$ cat src/design/dfr_placeholder_none.sv
// Spare design file, holds no logic

$ cat src/design/dfr_pkg.sv
// Shared constants and types of the drive fault reset sequencer
package dfr_pkg;
    // ---------------------------------------------------------------
    // Clock and time figures
    // ---------------------------------------------------------------
    localparam int CLK_HZ = 100_000_000;
    localparam int TICK_TIME_S = 1;
    localparam int HOLD_TIME_S = 2;
    localparam int TICK_CYCLES_DEF = CLK_HZ * TICK_TIME_S;
    localparam int HOLD_CYCLES_DEF = CLK_HZ * HOLD_TIME_S;
    localparam logic [6:0] WAIT0_S = 7'd1;
    localparam logic [6:0] WAIT1_S = 7'd5;
    localparam logic [6:0] WAIT2_S = 7'd10;
    localparam logic [6:0] WAIT3_S = 7'd60;
    localparam logic [6:0] SUCCESS_S = 7'd60;
    localparam logic [13:0] LIM_5M_S = 14'd300;
    localparam logic [13:0] LIM_10M_S = 14'd600;
    localparam logic [13:0] LIM_30M_S = 14'd1800;
    localparam logic [13:0] LIM_1H_S = 14'd3600;
    localparam logic [13:0] LIM_2H_S = 14'd7200;
    localparam logic [13:0] LIM_3H_S = 14'd10800;
    // ---------------------------------------------------------------
    // Limit and source codes
    // ---------------------------------------------------------------
    localparam logic [2:0] LIM_5M = 3'd0;
    localparam logic [2:0] LIM_10M = 3'd1;
    localparam logic [2:0] LIM_30M = 3'd2;
    localparam logic [2:0] LIM_1H = 3'd3;
    localparam logic [2:0] LIM_2H = 3'd4;
    localparam logic [2:0] LIM_3H = 3'd5;
    localparam logic [2:0] LIM_UNLIMITED = 3'd6;
    localparam logic [5:0] SRC_NONE = 6'd0;
    localparam logic [5:0] SRC_BASE_LO = 6'd1;
    localparam logic [5:0] SRC_BASE_HI = 6'd6;
    localparam logic [5:0] SRC_EXT_LO = 6'd7;
    localparam logic [5:0] SRC_EXT_HI = 6'd12;
    localparam logic [5:0] SRC_FB_LO = 6'd16;
    localparam logic [5:0] SRC_FB_HI = 6'd30;
    localparam logic [5:0] SRC_ETH_LO = 6'd32;
    localparam logic [5:0] SRC_ETH_HI = 6'd46;
    localparam logic [3:0] PROFILE_ONLY_BITS = 4'd10;
    // ---------------------------------------------------------------
    // Register map and fields
    // ---------------------------------------------------------------
    localparam logic [11:0] OFS_CTRL = 12'h000;
    localparam logic [11:0] OFS_STATUS = 12'h004;
    localparam logic [11:0] OFS_CMD = 12'h008;
    localparam int CTRL_AUTO_BIT = 0;
    localparam int CTRL_EXPERT_BIT = 1;
    localparam int CTRL_LIM_LSB = 4;
    localparam int CTRL_SRC_LSB = 8;
    localparam int CMD_RESTART_BIT = 0;
    localparam int ST_STATE_LSB = 0;
    localparam int ST_IDX_LSB = 4;
    localparam int ST_ABORT_BIT = 8;
    localparam int ST_IND_BIT = 9;
    localparam int ST_RELAY_BIT = 10;
    localparam int ST_ELAPSED_LSB = 16;
    localparam logic [31:0] ZERO_WORD = 32'h0000_0000;

    typedef enum logic [2:0] {
        ST_IDLE = 3'b000,
        ST_AUTO_WAIT = 3'b001,
        ST_AUTO_RUN = 3'b010,
        ST_LOCKED = 3'b011,
        ST_REINIT = 3'b100
    } dfr_state_t;
endpackage

$ cat src/design/dfr_tick_if.sv
// Seconds timebase enable carried from the divider to the sequencer
`timescale 1ns/100ps
interface dfr_tick_if;
    logic tick;
    modport src (output tick);
    modport dst (input tick);
endinterface

$ cat src/design/dfr_timebase.sv
// Divider that makes a one-cycle enable once per second
`timescale 1ns/100ps
module dfr_timebase
    import dfr_pkg::*;
#(
    parameter int TICK_CYCLES = TICK_CYCLES_DEF
) (
    input wire logic clk,      // System clock
    input wire logic rst,      // Synchronous reset
    dfr_tick_if.src tickOut    // One-second enable
);
    logic [31:0] divCount;
    logic tickReg;
    wire lastCount = (divCount == 32'(TICK_CYCLES - 1));

    always_ff @(posedge clk) begin
        if (rst) begin
            divCount <= ZERO_WORD;
            tickReg <= 1'b0;
        end else begin
            divCount <= lastCount ? ZERO_WORD : divCount + 32'h0000_0001;
            tickReg <= lastCount;
        end
    end

    assign tickOut.tick = tickReg;
endmodule // dfr_timebase

$ cat src/design/dfr_sequencer.sv
// Fault recovery sequencer: automatic, manual and product restart
//
// Behaviour
// - Auto mode clears fault once cause gone
// - Fault indication held off during auto attempts
// - Auto abort on time limit raises fault indication
// - Fault relay stays active while auto enabled
// - Time limit expiry aborts, locks until reset or product restart
// - Waits 1 s, 5 s, 10 s, then 1 min
// - Auto off at reset; retry needs clear cause
// - Limit setting only while auto active
// - Limit choices 5m..3h or unlimited, default 5m
// - Reset source rising edge clears removed errors
// - Panel stop/reset key acts as reset source
// - Source default none; base or extension inputs
// - Command bits 11-15 always; 1-10 in profile
// - Product restart clears fault then reinitialises
// - Product restart needs expert access level
// - Confirm key held 2 s before restart
// - Restart setting drops when reinit completes
// - Reinit request accepted only when locked
// - Product restart clears every error, no mains off
//
// Design decisions made here: the APB slave port and the address map.
`timescale 1ns/100ps
module dfr_sequencer
    import dfr_pkg::*;
#(
    parameter int TICK_CYCLES = TICK_CYCLES_DEF,
    parameter int HOLD_CYCLES = HOLD_CYCLES_DEF
) (
    input wire logic clk,              // System clock 100 MHz
    input wire logic rst,              // Synchronous reset, high
    input wire logic psel,             // APB select
    input wire logic penable,          // APB enable
    input wire logic pwrite,           // APB direction
    input wire logic [11:0] paddr,     // APB byte address
    input wire logic [31:0] pwdata,    // APB write data
    output logic [31:0] prdata,        // APB read data
    output logic pready,               // APB ready
    output logic pslverr,              // APB error, unmapped address
    input wire logic faultActive,      // Drive is in fault
    input wire logic faultCauseGone,   // Fault cause removed
    input wire logic runPermitted,     // Other run conditions met
    input wire logic extFitted,        // Extension module fitted
    input wire logic ioProfile,        // Drive in I/O control profile
    input wire logic [5:0] baseInPin,  // Base digital inputs 1..6
    input wire logic [5:0] extInPin,   // Extension inputs 11..16
    input wire logic [15:0] fieldbusCmd, // Fieldbus command word
    input wire logic [15:0] ethernetCmd, // Ethernet command word
    input wire logic stopKeyPin,       // Panel stop/reset key
    input wire logic okKeyPin,         // Panel confirm key
    input wire logic initDone,         // Start-up sequence complete
    output logic faultClear,           // Pulse: clear detected errors
    output logic reinitStart,          // Pulse: run start-up sequence
    output logic faultIndication,      // Operating state fault output
    output logic faultRelay            // Drive fault relay, active high
);
    // ---------------------------------------------------------------
    // Lookup functions
    // ---------------------------------------------------------------
    function automatic logic [6:0] waitSec(input logic [1:0] idx);
        case (idx)
            2'd0: waitSec = WAIT0_S;
            2'd1: waitSec = WAIT1_S;
            2'd2: waitSec = WAIT2_S;
            default: waitSec = WAIT3_S;
        endcase
    endfunction

    function automatic logic [13:0] limitSec(input logic [2:0] code);
        case (code)
            LIM_10M: limitSec = LIM_10M_S;
            LIM_30M: limitSec = LIM_30M_S;
            LIM_1H: limitSec = LIM_1H_S;
            LIM_2H: limitSec = LIM_2H_S;
            LIM_3H: limitSec = LIM_3H_S;
            default: limitSec = LIM_5M_S;
        endcase
    endfunction

    function automatic logic srcValid(input logic [5:0] s,
                                      input logic ext, input logic prof);
        if (s <= SRC_BASE_HI) begin
            srcValid = 1'b1;
        end else if (s >= SRC_EXT_LO && s <= SRC_EXT_HI) begin
            srcValid = ext;
        end else if (s >= SRC_FB_LO && s <= SRC_FB_HI) begin
            srcValid = prof || (s - SRC_FB_LO >= 6'(PROFILE_ONLY_BITS));
        end else if (s >= SRC_ETH_LO && s <= SRC_ETH_HI) begin
            srcValid = prof || (s - SRC_ETH_LO >= 6'(PROFILE_ONLY_BITS));
        end else begin
            srcValid = 1'b0;
        end
    endfunction

    // ---------------------------------------------------------------
    // Timebase and pin synchronisers
    // ---------------------------------------------------------------
    dfr_tick_if tickBus ();

    dfr_timebase #(
        .TICK_CYCLES(TICK_CYCLES)
    ) timebase (
        .clk(clk),
        .rst(rst),
        .tickOut(tickBus)
    );

    logic [13:0] pinMeta, pinSync;

    always_ff @(posedge clk) begin
        if (rst) begin
            pinMeta <= 14'h0000;
            pinSync <= 14'h0000;
        end else begin
            pinMeta <= {okKeyPin, stopKeyPin, extInPin, baseInPin};
            pinSync <= pinMeta;
        end
    end

    wire [5:0] baseSync = pinSync[5:0];
    wire [5:0] extSync = pinSync[11:6];

    // ---------------------------------------------------------------
    // Registers and state
    // ---------------------------------------------------------------
    dfr_state_t state, next_state;
    logic autoEnable, expertAccess, restartArmed, aborted;
    logic [2:0] limitSel;
    logic [5:0] resetSource;
    logic [1:0] attemptIdx;
    logic [6:0] waitCnt, runCnt;
    logic [13:0] elapsed;
    logic [31:0] holdCnt;
    logic resetSelPrev, stopKeyPrev;
    logic next_faultClear, next_abort;

    wire secTick = tickBus.tick;
    wire apbAccess = psel && penable && pready;
    wire apbWrite = apbAccess && pwrite;
    wire selCtrl = (paddr == OFS_CTRL);
    wire selStatus = (paddr == OFS_STATUS);
    wire selCmd = (paddr == OFS_CMD);
    wire mapped = selCtrl || selStatus || selCmd;
    wire ctrlWrite = apbWrite && selCtrl;
    wire cmdWrite = apbWrite && selCmd;
    wire [5:0] wrSource = pwdata[CTRL_SRC_LSB +: 6];
    wire [2:0] wrLimit = pwdata[CTRL_LIM_LSB +: 3];
    wire wrAuto = pwdata[CTRL_AUTO_BIT];

    wire resetSelOk = srcValid(resetSource, extFitted,
        ioProfile);
    // Source levels indexed by source code, unused codes read low
    wire [63:0] srcVec = {17'h0_0000, ethernetCmd[15:1], 1'b0,
        fieldbusCmd[15:1], 3'h0, extSync, baseSync, 1'b0};
    wire resetSel = resetSelOk && srcVec[resetSource];
    wire stopKey = pinSync[12];
    wire okKey = pinSync[13];
    // Rising edge of the source, or the panel key
    wire manualReq = (resetSel && !resetSelPrev)
        || (stopKey && !stopKeyPrev);
    wire limitHit = (limitSel != LIM_UNLIMITED)
        && (elapsed >= limitSec(limitSel));
    wire waitOver = (waitCnt >= waitSec(attemptIdx));
    wire restartFire = restartArmed && okKey
        && (holdCnt == 32'(HOLD_CYCLES));
    wire autoState = (state == ST_AUTO_WAIT) || (state == ST_AUTO_RUN);
    // A clear just issued is still seen for one cycle on faultActive
    wire newFault = faultActive && !faultClear;

    // ---------------------------------------------------------------
    // Sequencer
    // ---------------------------------------------------------------
    always_comb begin
        next_state = state;
        next_faultClear = 1'b0;
        next_abort = 1'b0;
        case (state)
            ST_IDLE: begin
                if (newFault) begin
                    next_state = autoEnable ? ST_AUTO_WAIT : ST_LOCKED;
                end
            end
            ST_AUTO_WAIT: begin
                if (!autoEnable) begin
                    next_state = ST_LOCKED;
                end else if (limitHit) begin
                    next_state = ST_LOCKED;
                    next_abort = 1'b1;
                end else if (waitOver && faultCauseGone && runPermitted) begin
                    next_state = ST_AUTO_RUN;
                    next_faultClear = 1'b1;
                end
            end
            ST_AUTO_RUN: begin
                if (newFault) begin
                    next_state = !autoEnable ? ST_LOCKED
                        : (limitHit ? ST_LOCKED : ST_AUTO_WAIT);
                    next_abort = autoEnable && limitHit;
                end else if (!autoEnable || runCnt >= SUCCESS_S) begin
                    next_state = ST_IDLE;
                end
            end
            ST_LOCKED: begin
                if (restartFire) begin
                    next_state = ST_REINIT;
                    next_faultClear = 1'b1;
                end else if (aborted) begin
                    next_state = ST_LOCKED;
                end else if (autoEnable) begin
                    next_state = ST_AUTO_WAIT;
                end else if (manualReq && faultCauseGone) begin
                    next_state = ST_IDLE;
                    next_faultClear = 1'b1;
                end
            end
            ST_REINIT: begin
                if (initDone) begin
                    next_state = ST_IDLE;
                end
            end
            default: begin
                next_state = ST_IDLE;
            end
        endcase
    end

    always_ff @(posedge clk) begin
        if (rst) begin
            state <= ST_IDLE;
            faultClear <= 1'b0;
            reinitStart <= 1'b0;
            faultIndication <= 1'b0;
            faultRelay <= 1'b1;
            aborted <= 1'b0;
        end else begin
            state <= next_state;
            faultClear <= next_faultClear;
            reinitStart <= restartFire;
            faultIndication <= (next_state == ST_LOCKED);
            faultRelay <= autoEnable
                || (next_state != ST_LOCKED);
            aborted <= (aborted || next_abort) && !restartFire;
        end
    end

    // ---------------------------------------------------------------
    // Attempt, wait and elapsed counters
    // ---------------------------------------------------------------
    wire clearProgress = (state == ST_IDLE) || !autoEnable;
    wire countWait = (state == ST_AUTO_WAIT) && secTick && !(&waitCnt);
    wire countRun = (state == ST_AUTO_RUN) && secTick && !(&runCnt);
    wire countElapsed = autoState && secTick && !(&elapsed);
    wire nextAttempt = (state == ST_AUTO_WAIT) && next_faultClear
        && !(&attemptIdx);

    always_ff @(posedge clk) begin
        if (rst || clearProgress) begin
            attemptIdx <= 2'd0;
            elapsed <= 14'd0;
        end else begin
            attemptIdx <= attemptIdx + {1'b0, nextAttempt};
            elapsed <= elapsed + {13'd0, countElapsed};
        end
    end

    always_ff @(posedge clk) begin
        if (rst) begin
            waitCnt <= 7'd0;
            runCnt <= 7'd0;
            resetSelPrev <= 1'b0;
            stopKeyPrev <= 1'b0;
        end else begin
            waitCnt <= (state != ST_AUTO_WAIT) ? 7'd0
                : waitCnt + {6'd0, countWait};
            runCnt <= (state != ST_AUTO_RUN) ? 7'd0
                : runCnt + {6'd0, countRun};
            resetSelPrev <= resetSel;
            stopKeyPrev <= stopKey;
        end
    end

    // ---------------------------------------------------------------
    // Product restart arming and confirm hold
    // ---------------------------------------------------------------
    wire armReq = cmdWrite && pwdata[CMD_RESTART_BIT] && expertAccess
        && (state == ST_LOCKED);
    wire disarm = (state == ST_REINIT && initDone)
        || (!restartArmed ? 1'b0 : (state != ST_LOCKED && state != ST_REINIT));

    always_ff @(posedge clk) begin
        if (rst) begin
            restartArmed <= 1'b0;
            holdCnt <= ZERO_WORD;
        end else begin
            restartArmed <= (restartArmed || armReq) && !disarm;
            if (restartArmed && okKey && state == ST_LOCKED) begin
                holdCnt <= restartFire ? ZERO_WORD
                    : holdCnt + 32'h0000_0001;
            end else begin
                holdCnt <= ZERO_WORD;
            end
        end
    end

    // ---------------------------------------------------------------
    // Configuration register and APB slave
    // ---------------------------------------------------------------
    always_ff @(posedge clk) begin
        if (rst) begin
            autoEnable <= 1'b0;
            expertAccess <= 1'b0;
            limitSel <= LIM_5M;
            resetSource <= SRC_NONE;
        end else if (ctrlWrite) begin
            autoEnable <= wrAuto;
            expertAccess <= pwdata[CTRL_EXPERT_BIT];
            if (wrAuto && wrLimit <= LIM_UNLIMITED) begin
                limitSel <= wrLimit;
            end
            if (srcValid(wrSource, extFitted, ioProfile)) begin
                resetSource <= wrSource;
            end
        end
    end

    logic [31:0] readWord;
    always_comb begin
        readWord = ZERO_WORD;
        if (selCtrl) begin
            readWord[CTRL_AUTO_BIT] = autoEnable;
            readWord[CTRL_EXPERT_BIT] = expertAccess;
            readWord[CTRL_LIM_LSB +: 3] = limitSel;
            readWord[CTRL_SRC_LSB +: 6] = resetSource;
        end else if (selStatus) begin
            readWord[ST_STATE_LSB +: 3] = state;
            readWord[ST_IDX_LSB +: 2] = attemptIdx;
            readWord[ST_ABORT_BIT] = aborted;
            readWord[ST_IND_BIT] = faultIndication;
            readWord[ST_RELAY_BIT] = faultRelay;
            readWord[ST_ELAPSED_LSB +: 14] = elapsed;
        end else if (selCmd) begin
            readWord[CMD_RESTART_BIT] = restartArmed;
        end
    end

    always_ff @(posedge clk) begin
        if (rst) begin
            pready <= 1'b0;
            pslverr <= 1'b0;
            prdata <= ZERO_WORD;
        end else begin
            pready <= psel && penable && !pready;
            pslverr <= psel && penable && !pready && !mapped;
            if (psel && penable && !pready) begin
                prdata <= pwrite ? ZERO_WORD : readWord;
            end
        end
    end
endmodule // dfr_sequencer

$ cat config.mk
export PLATFORM = sky130hd
export DESIGN_NAME = dfr_sequencer
export DESIGN_NICKNAME = d
export VERILOG_FILES = /design/src/design/dfr_placeholder_none.sv /design/src/design/dfr_pkg.sv /design/src/design/dfr_tick_if.sv /design/src/design/dfr_timebase.sv /design/src/design/dfr_sequencer.sv
export SDC_FILE = /design/constraint.sdc
export NUM_CORES = 1
export LEC_CHECK = 0
export BUFFER_PORTS_ARGS = -buffer_cell sky130_fd_sc_hd__buf_2
export CAP_MARGIN = 25
export CELL_PAD_IN_SITES_DETAIL_PLACEMENT = 0
export CELL_PAD_IN_SITES_GLOBAL_PLACEMENT = 1
export CORE_ASPECT_RATIO = 0.9
export CORE_MARGIN = 5
export CORE_UTILIZATION = 40
export DETAILED_ROUTE_END_ITERATION = 7
export GPL_ROUTABILITY_DRIVEN = 0
export PLACE_DENSITY_LB_ADDON = 0.1
export SYNTH_ARGS = -nofsm -noshare
export SYNTH_HDL_FRONTEND = slang
export SYNTH_SLANG_ARGS = --single-unit
$ cat constraint.sdc
create_clock -name clk -period 7.85 [get_ports clk]
set_input_delay 0.785 -clock clk [delete_from_list [all_inputs] [get_ports clk]]
set_output_delay 0.785 -clock clk [all_outputs]
set_load 0.01 [all_outputs]
==> results.sh, run 1 <==
export IMPL_dp_cells=1277
export IMPL_synth_cell_types=71
export IMPL_cts_root_buffer="clkbuf_16"
export IMPL_cp_start_kind="flop"
export IMPL_globalRouteTotalUtil=0.168
export IMPL_htreeDepth=4
export IMPL_layout_commonest_cell="dfxtp_1"
export IMPL_nFillCells=2036
export IMPL_drt_pass1_iterations=5
export IMPL_setup_viol=0
export IMPL_drt_iter0_markers=337
export IMPL_overflow=0
export IMPL_synth_top_area_frac=0.417
export IMPL_setup_tns_final_ps=0
export IMPL_num_rows=50
export IMPL_slew_viol_final=0
export IMPL_path_class="reg2reg"
export IMPL_grt_pass1_wl_um=33100
export IMPL_rsz0062_at_grt="no"
export IMPL_met3WireLength_um=1040
export IMPL_num_vias=6812
export IMPL_vdd_drop_max_mv=0.133
export IMPL_cts_max_path_buffers=2
export IMPL_place_hpwl_um=14300
export IMPL_cts_buffers=17
export IMPL_wl_met1_um=9830
export IMPL_start_util=0.403
export IMPL_instances_no_fill=1308
export IMPL_syn_avg_cell_area_um2=8.80
export IMPL_p_int_mw=1.46
export IMPL_tightest_slew_ps=902
export IMPL_synth_edf_count=0
export IMPL_cap_violations=0
export IMPL_syn_inst=945
export IMPL_fp_dieW_um=162
export IMPL_final_cell_mix="173 x dfxtp_1, 154 x nor2_1, 109 x buf_2, 60 x nand2_1, 47 x xor2_1"
export IMPL_cts_sinks=173
export IMPL_slew_headroom=0.398
export IMPL_synthFlopType="dfxtp_1"
export IMPL_cp_max_fo=12
export IMPL_ys_seq_elements=173
export IMPL_highest_layer="met4"
export IMPL_die_area_um2=23800
export IMPL_fp_coreArea_um2=20600
export IMPL_drc=0
export IMPL_clock_power_share=0.483
export IMPL_synth_top_cell_by_area="dfxtp_1"
export IMPL_antenna_found_initial=0
export IMPL_p_switching_mw=0.428
export IMPL_yosysSeqAreaShare=0.417
export IMPL_portBuffers=109
export IMPL_p_seq_frac=0.473
export IMPL_netlist_top_cells_area="dfxtp_1 42%, nor2_1 7.0%, ha_1 6.2%"
export IMPL_p_leak_nw=3.66
export IMPL_clk_latency_ps=430
export IMPL_crit_path_end_kind="flop"
export IMPL_syn_area_um2=8310
export IMPL_outcome="completed"
export IMPL_async_flop_share=0
export IMPL_cp_arrival_ps=3960
export IMPL_ys_warn_count=0
export IMPL_grt_pass1_vias=6542
export IMPL_hp_class="reg2reg"
export IMPL_drive_gt1_frac=0.156
export IMPL_io_pins=139
export IMPL_cts_tree="yes"
export IMPL_finClkSkew_ps=11.9
export IMPL_fp_dieH_um=147
export IMPL_powerDensity_nw_per_um2=196
export IMPL_period_needed_ps=3640
export IMPL_cts_hold_fix_buffers=0
export IMPL_fmax_mhz=275
export IMPL_drt_total_wl_um=19900
export IMPL_cts_setup_buffers=0
export IMPL_hold_violations=0
export IMPL_avgViaCountPerCell=5.21
export IMPL_antenna_left=0
export IMPL_fin_crit_sh=0.463
export IMPL_clk_pin_slew_ps=70
export IMPL_grt_start_max_net_pins=73
export IMPL_cts_resized=0
export IMPL_p_sw_frac=0.226
export IMPL_power_frac_comb=0.043
export IMPL_areaGrowthSynthToFinish_pct=16.2
export IMPL_dr_wl_met2_um=8830
export IMPL_post_drt_wl_per_cell_um=15.2
export IMPL_fin_nets=1178
export IMPL_required_ps=8170
export IMPL_insertedDiodeCount=0
## per-stage QoR
step	setup WS, ps	hold WS [ps]	area (um^2)	utilization	power (mW)
detailed placement	4260	423	9030	0.437	0.998
finish	4210	434	9660	0.468	1.89
floorplan	4580	414	8330	-	0.963
global route	4020	458	9660	0.468	1.96
global placement	4290	415	9030	0.437	0.998
CTS	4240	439	9660	0.468	1.91
## final timing paths
| check | start | endpoint | slack (ps) | depth (start not counted) |
|---|---|---|---|---|
| max | limitSel[1] | state[1] | 4210 | 12 |
| min | pinMeta[7] | pinSync[7] | 430 | 1 |
| max reg2reg | limitSel[1] | state[1] | 4210 | 12 |
| min reg2reg | pinMeta[7] | pinSync[7] | 430 | 1 |
## logic make-up (layout without fill, tap and decap cells)
kind of cell / Yosys count / in the layout / share of synthesized area
compound gates: 132 / 132 / 0.108
mux: 15 / 15 / 0.0297
xor+xnor: 81 / 81 / 0.0853
fa+ha+maj: 41 / 41 / 0.0617
buf+inv: 76 / 174 / 0.0402
flops: 173 / 173 / 0.417
simple gates: 426 / 426 / 0.258
other cells: 1 / 6 / 0.000451
## cell type report
type                            instances  area, um^2  area share
Clock buffer                           17         425      0.0440
Inverter                               29         109      0.0113
Clock inverter                         14         206      0.0214
Sequential cell                       173        3460       0.359
Tap cell                              260         325      0.0337
Timing Repair Buffer                  114         583      0.0604
Multi-Input combinational cell        701        4550       0.471
## per-layer routing
metal	vias up	global-route usage
li1	3473	-
met1	3175	0.237
met2	152	0.264
met3	12	0.0384
met4	0	0.0393
met5	-	0
## cells in the mapped netlist, types with 4 or more instances
library cell and number:
dfxtp_1 173, nor2_1 154, nand2_1 60, xor2_1 47, nand3_1 46, ha_1 41, nor2b_1 36, a21oi_1 34
xnor2_1 34, clkbuf_1 29, inv_1 29, o21ai_0 25, nand4_1 22, a22oi_1 21, and3_1 20, nor3_1 13
nor4_1 12, buf_2 9, nand2b_1 9, and2_1 8, nor4b_1 8, mux2i_1 7, nor3b_1 7, a222oi_1 6
a31oi_1 6, and4_1 6, buf_4 6, nand3b_1 6, or3_1 6, mux4_2 5, a211oi_1 4, o211ai_1 4
o221a_2 4
## power groups by stage
stage               combinational [mW]  sequential, mW  clock [mW]
finish                          0.0821           0.895       0.913
floorplan                       0.0513           0.912           0
detailed placement              0.0823           0.915           0
global route                    0.0908           0.896       0.977
CTS                             0.0827           0.895       0.935
global placement                0.0824           0.915           0
## registers in the layout, summed over array words and instances, names as in the netlist, 6 cells and up
register,flops
holdCnt,32
pinSync,14
timebase.divCount,32
elapsed,14
waitCnt,7
resetSource,6
pinMeta,14
prdata,26
runCnt,7
## worst max-delay path, stage by stage (launching register included)
cell	delay (ps)
dfxtp_1	570
inv_1	140
ha_1	350
or4_1	450
a21o_1	220
ha_1	270
nand2_1	60
nor3b_1	60
a22oi_1	350
a211oi_1	150
a2111oi_0	560
nor2_1	130
a31o_2	230
(Power assumes the default switching activity.)
==> run 2: changes to the inputs <==
--- a/config.mk
+++ b/config.mk
@@ -5,6 +5,7 @@
 export SDC_FILE = /design/constraint.sdc
 export NUM_CORES = 1
 export LEC_CHECK = 0
+export ABC_AREA = 1
 export BUFFER_PORTS_ARGS = -buffer_cell sky130_fd_sc_hd__buf_2
 export CAP_MARGIN = 25
 export CELL_PAD_IN_SITES_DETAIL_PLACEMENT = 0
==> constraint.sdc (replaced) <==
create_clock -name clk -period 3.4 [get_ports clk]
set_input_delay 0.34 -clock clk [delete_from_list [all_inputs] [get_ports clk]]
set_output_delay 0.34 -clock clk [all_outputs]
set_load 0.01 [all_outputs]
==> results.sh, run 2 <==
export IMPL_place_hpwl_um=16800
export IMPL_drc=0
export IMPL_whs_endpoint="pinMeta[8]"
export IMPL_tightest_slew_ps=705
export IMPL_yosysSeqAreaShare=0.387
export IMPL_highest_layer="met4"
export IMPL_dr_wl_met2_um=9860
export IMPL_cp_start_kind="flop"
export IMPL_hp_start="extInPin[2]"
export IMPL_drt_total_wl_um=21800
export IMPL_synthTopCellsByCount="288 x nand2_1, 199 x inv_1, 174 x nor2_1, 173 x dfxtp_1, 82 x a21oi_1"
export IMPL_cp_arrival_ps=3390
export IMPL_top_regs="holdCnt (32), timebase.divCount (32), prdata (26)"
export IMPL_setup_viol=0
export IMPL_synth_cell_types=48
export IMPL_ys_warn_count=0
export IMPL_synth_edf_count=0
export IMPL_powerDensity_nw_per_um2=397
export IMPL_start_util=0.403
export IMPL_place_area_um2=9820
export IMPL_synth_top_area_frac=0.387
export IMPL_cts_hold_fix_buffers=0
export IMPL_htreeDepth=4
export IMPL_yosysMostFrequentCell="nand2_1"
export IMPL_hp_class="in2reg"
export IMPL_dpl_worst_slack_ps=332
export IMPL_antenna_found_initial=0
export IMPL_drt_pass1_iterations=5
export IMPL_portBuffers=109
export IMPL_fin_util=0.466
export IMPL_synthFlopType="dfxtp_1"
export IMPL_required_ps=3710
export IMPL_num_rows=52
export IMPL_cts_tree="yes"
export IMPL_die_area_um2=25500
export IMPL_rsz0062_at_grt="no"
export IMPL_avgViaCountPerCell=4.73
export IMPL_syn_avg_cell_area_um2=6.93
export IMPL_drt_iter0_markers=486
export IMPL_r2r_slack_ps=320
export IMPL_finClkSkew_ps=10.9
export IMPL_cts_max_path_buffers=2
export IMPL_netlist_top_cells_area="dfxtp_1 39%, nand2_1 12%, inv_1 8.3%"
export IMPL_insertedDiodeCount=0
export IMPL_cts_buffers=17
export IMPL_syn_inst=1292
export IMPL_slew_headroom=0.526
export IMPL_grt_pass1_vias=7439
export IMPL_ys_seq_elements=173
export IMPL_grt_pass1_wl_um=36600
export IMPL_met3WireLength_um=851
export IMPL_synth_top_cell_by_area="dfxtp_1"
export IMPL_cap_violations=0
export IMPL_r2r_cells=17
export IMPL_async_flop_share=0
export IMPL_setup_tns_final_ps=0
export IMPL_overflow=0
export IMPL_drive_gt1_frac=0.132
export IMPL_crit_path_end_kind="flop"
export IMPL_io_pins=139
export IMPL_slew_viol_final=0
export IMPL_globalRouteTotalUtil=0.170
export IMPL_setup_slack_ps=317
export IMPL_post_drt_wl_per_cell_um=12.8
export IMPL_final_cell_mix="288 x nand2_1, 199 x inv_1, 174 x nor2_1, 173 x dfxtp_1, 109 x buf_2"
export IMPL_fp_coreArea_um2=22300
export IMPL_cts_setup_buffers=0
export IMPL_fmax_mhz=324
export IMPL_outcome="completed"
export IMPL_vdd_drop_max_mv=0.310
export IMPL_worstReg2RegEnd="attemptIdx[1]"
export IMPL_nFillCells=2386
export IMPL_wl_met1_um=11000
export IMPL_fin_nets=1544
export IMPL_syn_area_um2=8960
export IMPL_cts_resized=0
export IMPL_final_area_um2=10400
export IMPL_cts_root_buffer="clkbuf_16"
export IMPL_dp_cells=1680
export IMPL_r2r_start="limitSel[1]"
export IMPL_grt_start_max_net_pins=33
export IMPL_instances_no_fill=1711
export IMPL_p_leak_nw=4.32
export IMPL_fp_dieH_um=152
export IMPL_cp_max_fo=6
export IMPL_whs_ps=108
export IMPL_hold_violations=0
export IMPL_fp_dieW_um=168
export IMPL_layout_commonest_cell="nand2_1"
export IMPL_areaGrowthSynthToFinish_pct=15.8
export IMPL_total_power_mw=4.12
export IMPL_clk_latency_ps=430
export IMPL_path_class="reg2reg"
export IMPL_period_needed_ps=3080
export IMPL_cts_sinks=173
export IMPL_num_vias=8086
export IMPL_fin_crit_sh=0.907
export IMPL_clk_pin_slew_ps=70
export IMPL_worstHoldPathCells=3
export IMPL_antenna_left=0
==> run 2: layout make-up <==
type                    count  area, um^2  area share
multi-input cells         890        4610       0.444
flip-flops and latches    173        3460       0.334
inverters                 200         751      0.0724
repair buffers            120         628      0.0605
clock buffers              17         425      0.0410
well taps                 297         372      0.0358
clock inverters            14         129      0.0124
==> run 2: critical path, stage by stage (launching register included) <==
cell	delay, ps
dfxtp_1	420
inv_1	110
ha_1	290
nand2_1	110
o31ai_1	90
inv_1	80
ha_1	290
a21oi_1	150
o21ai_0	90
nand3_1	70
nand3_1	80
o21ai_0	200
nand2_1	110
or2_2	320
a21oi_1	180
ha_1	190
xnor2_1	110
nor2_1	60
==> run 2: report_power, final <==
group / total (mW) / switching (mW) / internal, mW
sequential: 2.06 / 0.0119 / 2.05
combinational: 0.203 / 0.125 / 0.0782
clock: 1.85 / 0.891 / 0.962
==> run 2: worst max-delay path by stage <==
stage | start | end | slack (ps)
detailed placement | limitSel[1] | attemptIdx[1] | 330
finish | limitSel[1] | attemptIdx[1] | 320
CTS | limitSel[1] | attemptIdx[1] | 310
global placement | limitSel[2] | attemptIdx[1] | 410
floorplan | limitSel[1] | attemptIdx[1] | 740
global route | limitSel[2] | attemptIdx[1] | 5
==> run 2: cell families after synthesis <==
| logic type | count (synthesis) | synth area share |
|---|---|---|
| flops | 173 | 0.387 |
| xor+xnor | 24 | 0.0235 |
| compound gates | 158 | 0.100 |
| buf+inv | 234 | 0.101 |
| simple gates | 661 | 0.331 |
| fa+ha+maj | 41 | 0.0573 |
| other cells | 1 | 0.000419 |
==> run 2: metal layers <==
| layer | vias to the layer above | global-route usage |
|---|---|---|
| li1 | 4373 | - |
| met4 | 0 | 0.0282 |
| met5 | - | 0 |
| met3 | 9 | 0.0377 |
| met2 | 119 | 0.273 |
| met1 | 3585 | 0.239 |
==> run 3: changes to the inputs <==
--- a/config.mk
+++ b/config.mk
@@ -12,7 +12,7 @@
 export CELL_PAD_IN_SITES_GLOBAL_PLACEMENT = 1
 export CORE_ASPECT_RATIO = 0.9
 export CORE_MARGIN = 5
-export CORE_UTILIZATION = 40
+export CORE_UTILIZATION = 41
 export DETAILED_ROUTE_END_ITERATION = 7
 export GPL_ROUTABILITY_DRIVEN = 0
 export PLACE_DENSITY_LB_ADDON = 0.1
==> results.sh, run 3 (same netlist as run 2, synthesis figures left out) <==
export IMPL_outcome="completed"
export IMPL_hp_class="in2reg"
export IMPL_layout_commonest_cell="nand2_1"
export IMPL_areaGrowthSynthToFinish_pct=17.3
export IMPL_insertedDiodeCount=0
export IMPL_drt_pass1_iterations=5
export IMPL_path_class="reg2reg"
export IMPL_critPathSlowestCell="dfxtp_1"
export IMPL_fp_dieW_um=166
export IMPL_instances_no_fill=1708
export IMPL_avgViaCountPerCell=4.73
export IMPL_slew_viol_final=0
export IMPL_place_hpwl_um=16500
export IMPL_dr_wl_met2_um=10200
export IMPL_highest_layer="met4"
export IMPL_cts_max_path_buffers=2
export IMPL_total_power_mw=4.46
export IMPL_crit_buf_inv=2
export IMPL_cts_resized=0
export IMPL_cts_root_buffer="clkbuf_16"
export IMPL_fin_crit_sh=0.899
export IMPL_wl_met1_um=10700
export IMPL_top_regs="holdCnt (32), timebase.divCount (32), prdata (26)"
export IMPL_cts_sinks=173
export IMPL_register_area_um2=3460
export IMPL_vdd_drop_max_mv=0.280
export IMPL_dp_cells=1676
export IMPL_met3WireLength_um=739
export IMPL_drt_total_wl_um=21700
export IMPL_clk_pin_slew_ps=70
export IMPL_nFillCells=2285
export IMPL_tightest_slew_ps=798
export IMPL_post_drt_wl_per_cell_um=12.7
export IMPL_htreeDepth=4
export IMPL_p_leak_nw=4.40
export IMPL_setup_viol=0
export IMPL_io_pins=139
export IMPL_grt_pass1_wl_um=36700
export IMPL_worstPathCellList="inv_1, ha_1, nand2_1, inv_1, nor2_1, ha_1, a21oi_1, o21ai_0, nand3_1, nand3_1, o21ai_0, nand2_1, or2_2, a21oi_1, ha_1, xnor2_1, nor2_1"
export IMPL_cp_arrival_ps=3370
export IMPL_start_util=0.415
export IMPL_cts_tree="yes"
export IMPL_portBuffers=109
export IMPL_drc=0
export IMPL_antenna_left=0
export IMPL_cpPeakStageDelay_ps=420
export IMPL_cts_hold_fix_buffers=0
export IMPL_final_cell_mix="288 x nand2_1, 199 x inv_1, 174 x nor2_1, 173 x dfxtp_1, 109 x buf_2"
export IMPL_clk_latency_ps=430
export IMPL_die_area_um2=24900
export IMPL_cp_top_family="simple AND/OR/NAND/NOR gates"
export IMPL_cp_max_fo=6
export IMPL_overflow=0
export IMPL_cts_buffers=17
export IMPL_setup_tns_final_ps=0
export IMPL_fp_dieH_um=150
export IMPL_cap_violations=0
export IMPL_grt_pass1_vias=7575
export IMPL_fin_nets=1546
export IMPL_fmax_mhz=327
export IMPL_drive_gt1_frac=0.133
export IMPL_num_rows=51
export IMPL_drt_iter0_markers=415
export IMPL_grt_start_max_net_pins=58
export IMPL_multiInputGateArea_um2=4610
export IMPL_finClkSkew_ps=9.84
export IMPL_cp_start_kind="flop"
export IMPL_num_vias=8087
export IMPL_powerDensity_nw_per_um2=425
export IMPL_rsz0062_at_grt="no"
export IMPL_crit_top_cell="ha_1"
export IMPL_cts_setup_buffers=0
export IMPL_required_ps=3710
export IMPL_globalRouteTotalUtil=0.177
export IMPL_slew_headroom=0.464
export IMPL_crit_path_end_kind="flop"
export IMPL_antenna_found_initial=0
export IMPL_fp_coreArea_um2=21600
export IMPL_hold_violations=0
export IMPL_period_needed_ps=3060
==> run 3: changes by cell type in the layout (fill, tap and decap cells not counted), sizes merged <==
| cell | previous run | this run |
|---|---|---|
| clkbuf | 17 | 18 |
| clkinvlp | 5 | 1 |
| buf | 120 | 122 |
| bufinv | 0 | 5 |
| inv | 207 | 203 |
| clkinv | 2 | 5 |
==> run 3: routing by layer <==
metal | GRT usage | up-vias
li1 | - | 4362
met3 | 0.0399 | 14
met4 | 0.0379 | 0
met2 | 0.301 | 122
met1 | 0.234 | 3589
met5 | 0 | -
==> run 3: where the power goes <==
| part | total (mW) | leakage [nW] | internal (mW) | switching (mW) |
|---|---|---|---|---|
| combinational | 0.201 | 2.67 | 0.0789 | 0.122 |
| clock | 2.20 | 0.326 | 1.34 | 0.857 |
| sequential | 2.06 | 1.40 | 2.05 | 0.0128 |
==> run 3: stage by stage <==
stage | cell area [um^2] | setup WS (ps) | util | hold slack [ps]
CTS | 10500 | 339 | 0.487 | 97.0
global route | 10500 | 16.5 | 0.487 | 87.3
global placement | 9830 | 414 | 0.456 | 389
finish | 10500 | 342 | 0.487 | 114
floorplan | 8980 | 737 | - | 388
detailed placement | 9830 | 362 | 0.456 | 393
==> run 3: area by class of cell <==
cell class	instances	area share
Multi-Input combinational cell	890	0.439
Sequential cell	173	0.330
Inverter	200	0.0715
Timing Repair Buffer	122	0.0612
Clock buffer	18	0.0418
Tap cell	291	0.0347
Clock inverter	14	0.0223
==> run 3: final timing paths <==
kind	startpoint	endpoint	slack, ps	cells after the start
setup reg to reg	limitSel[1]	attemptIdx[1]	340	17
hold reg to reg	pinMeta[9]	pinSync[9]	400	2
setup / recovery	limitSel[1]	attemptIdx[1]	340	17
hold / removal	baseInPin[1]	pinMeta[1]	110	3
==> run 3: worst register-to-register path: cells and delay by family, from the launching register on <==
kind / cells / cell delay (ps)
AO/OA/AOI/OAI: 4 / 600
adder cells (fa/ha/maj): 3 / 710
buffers and inverters: 2 / 200
AND/OR/NAND/NOR: 7 / 890
XOR/XNOR: 1 / 110
flip-flops: 1 / 420
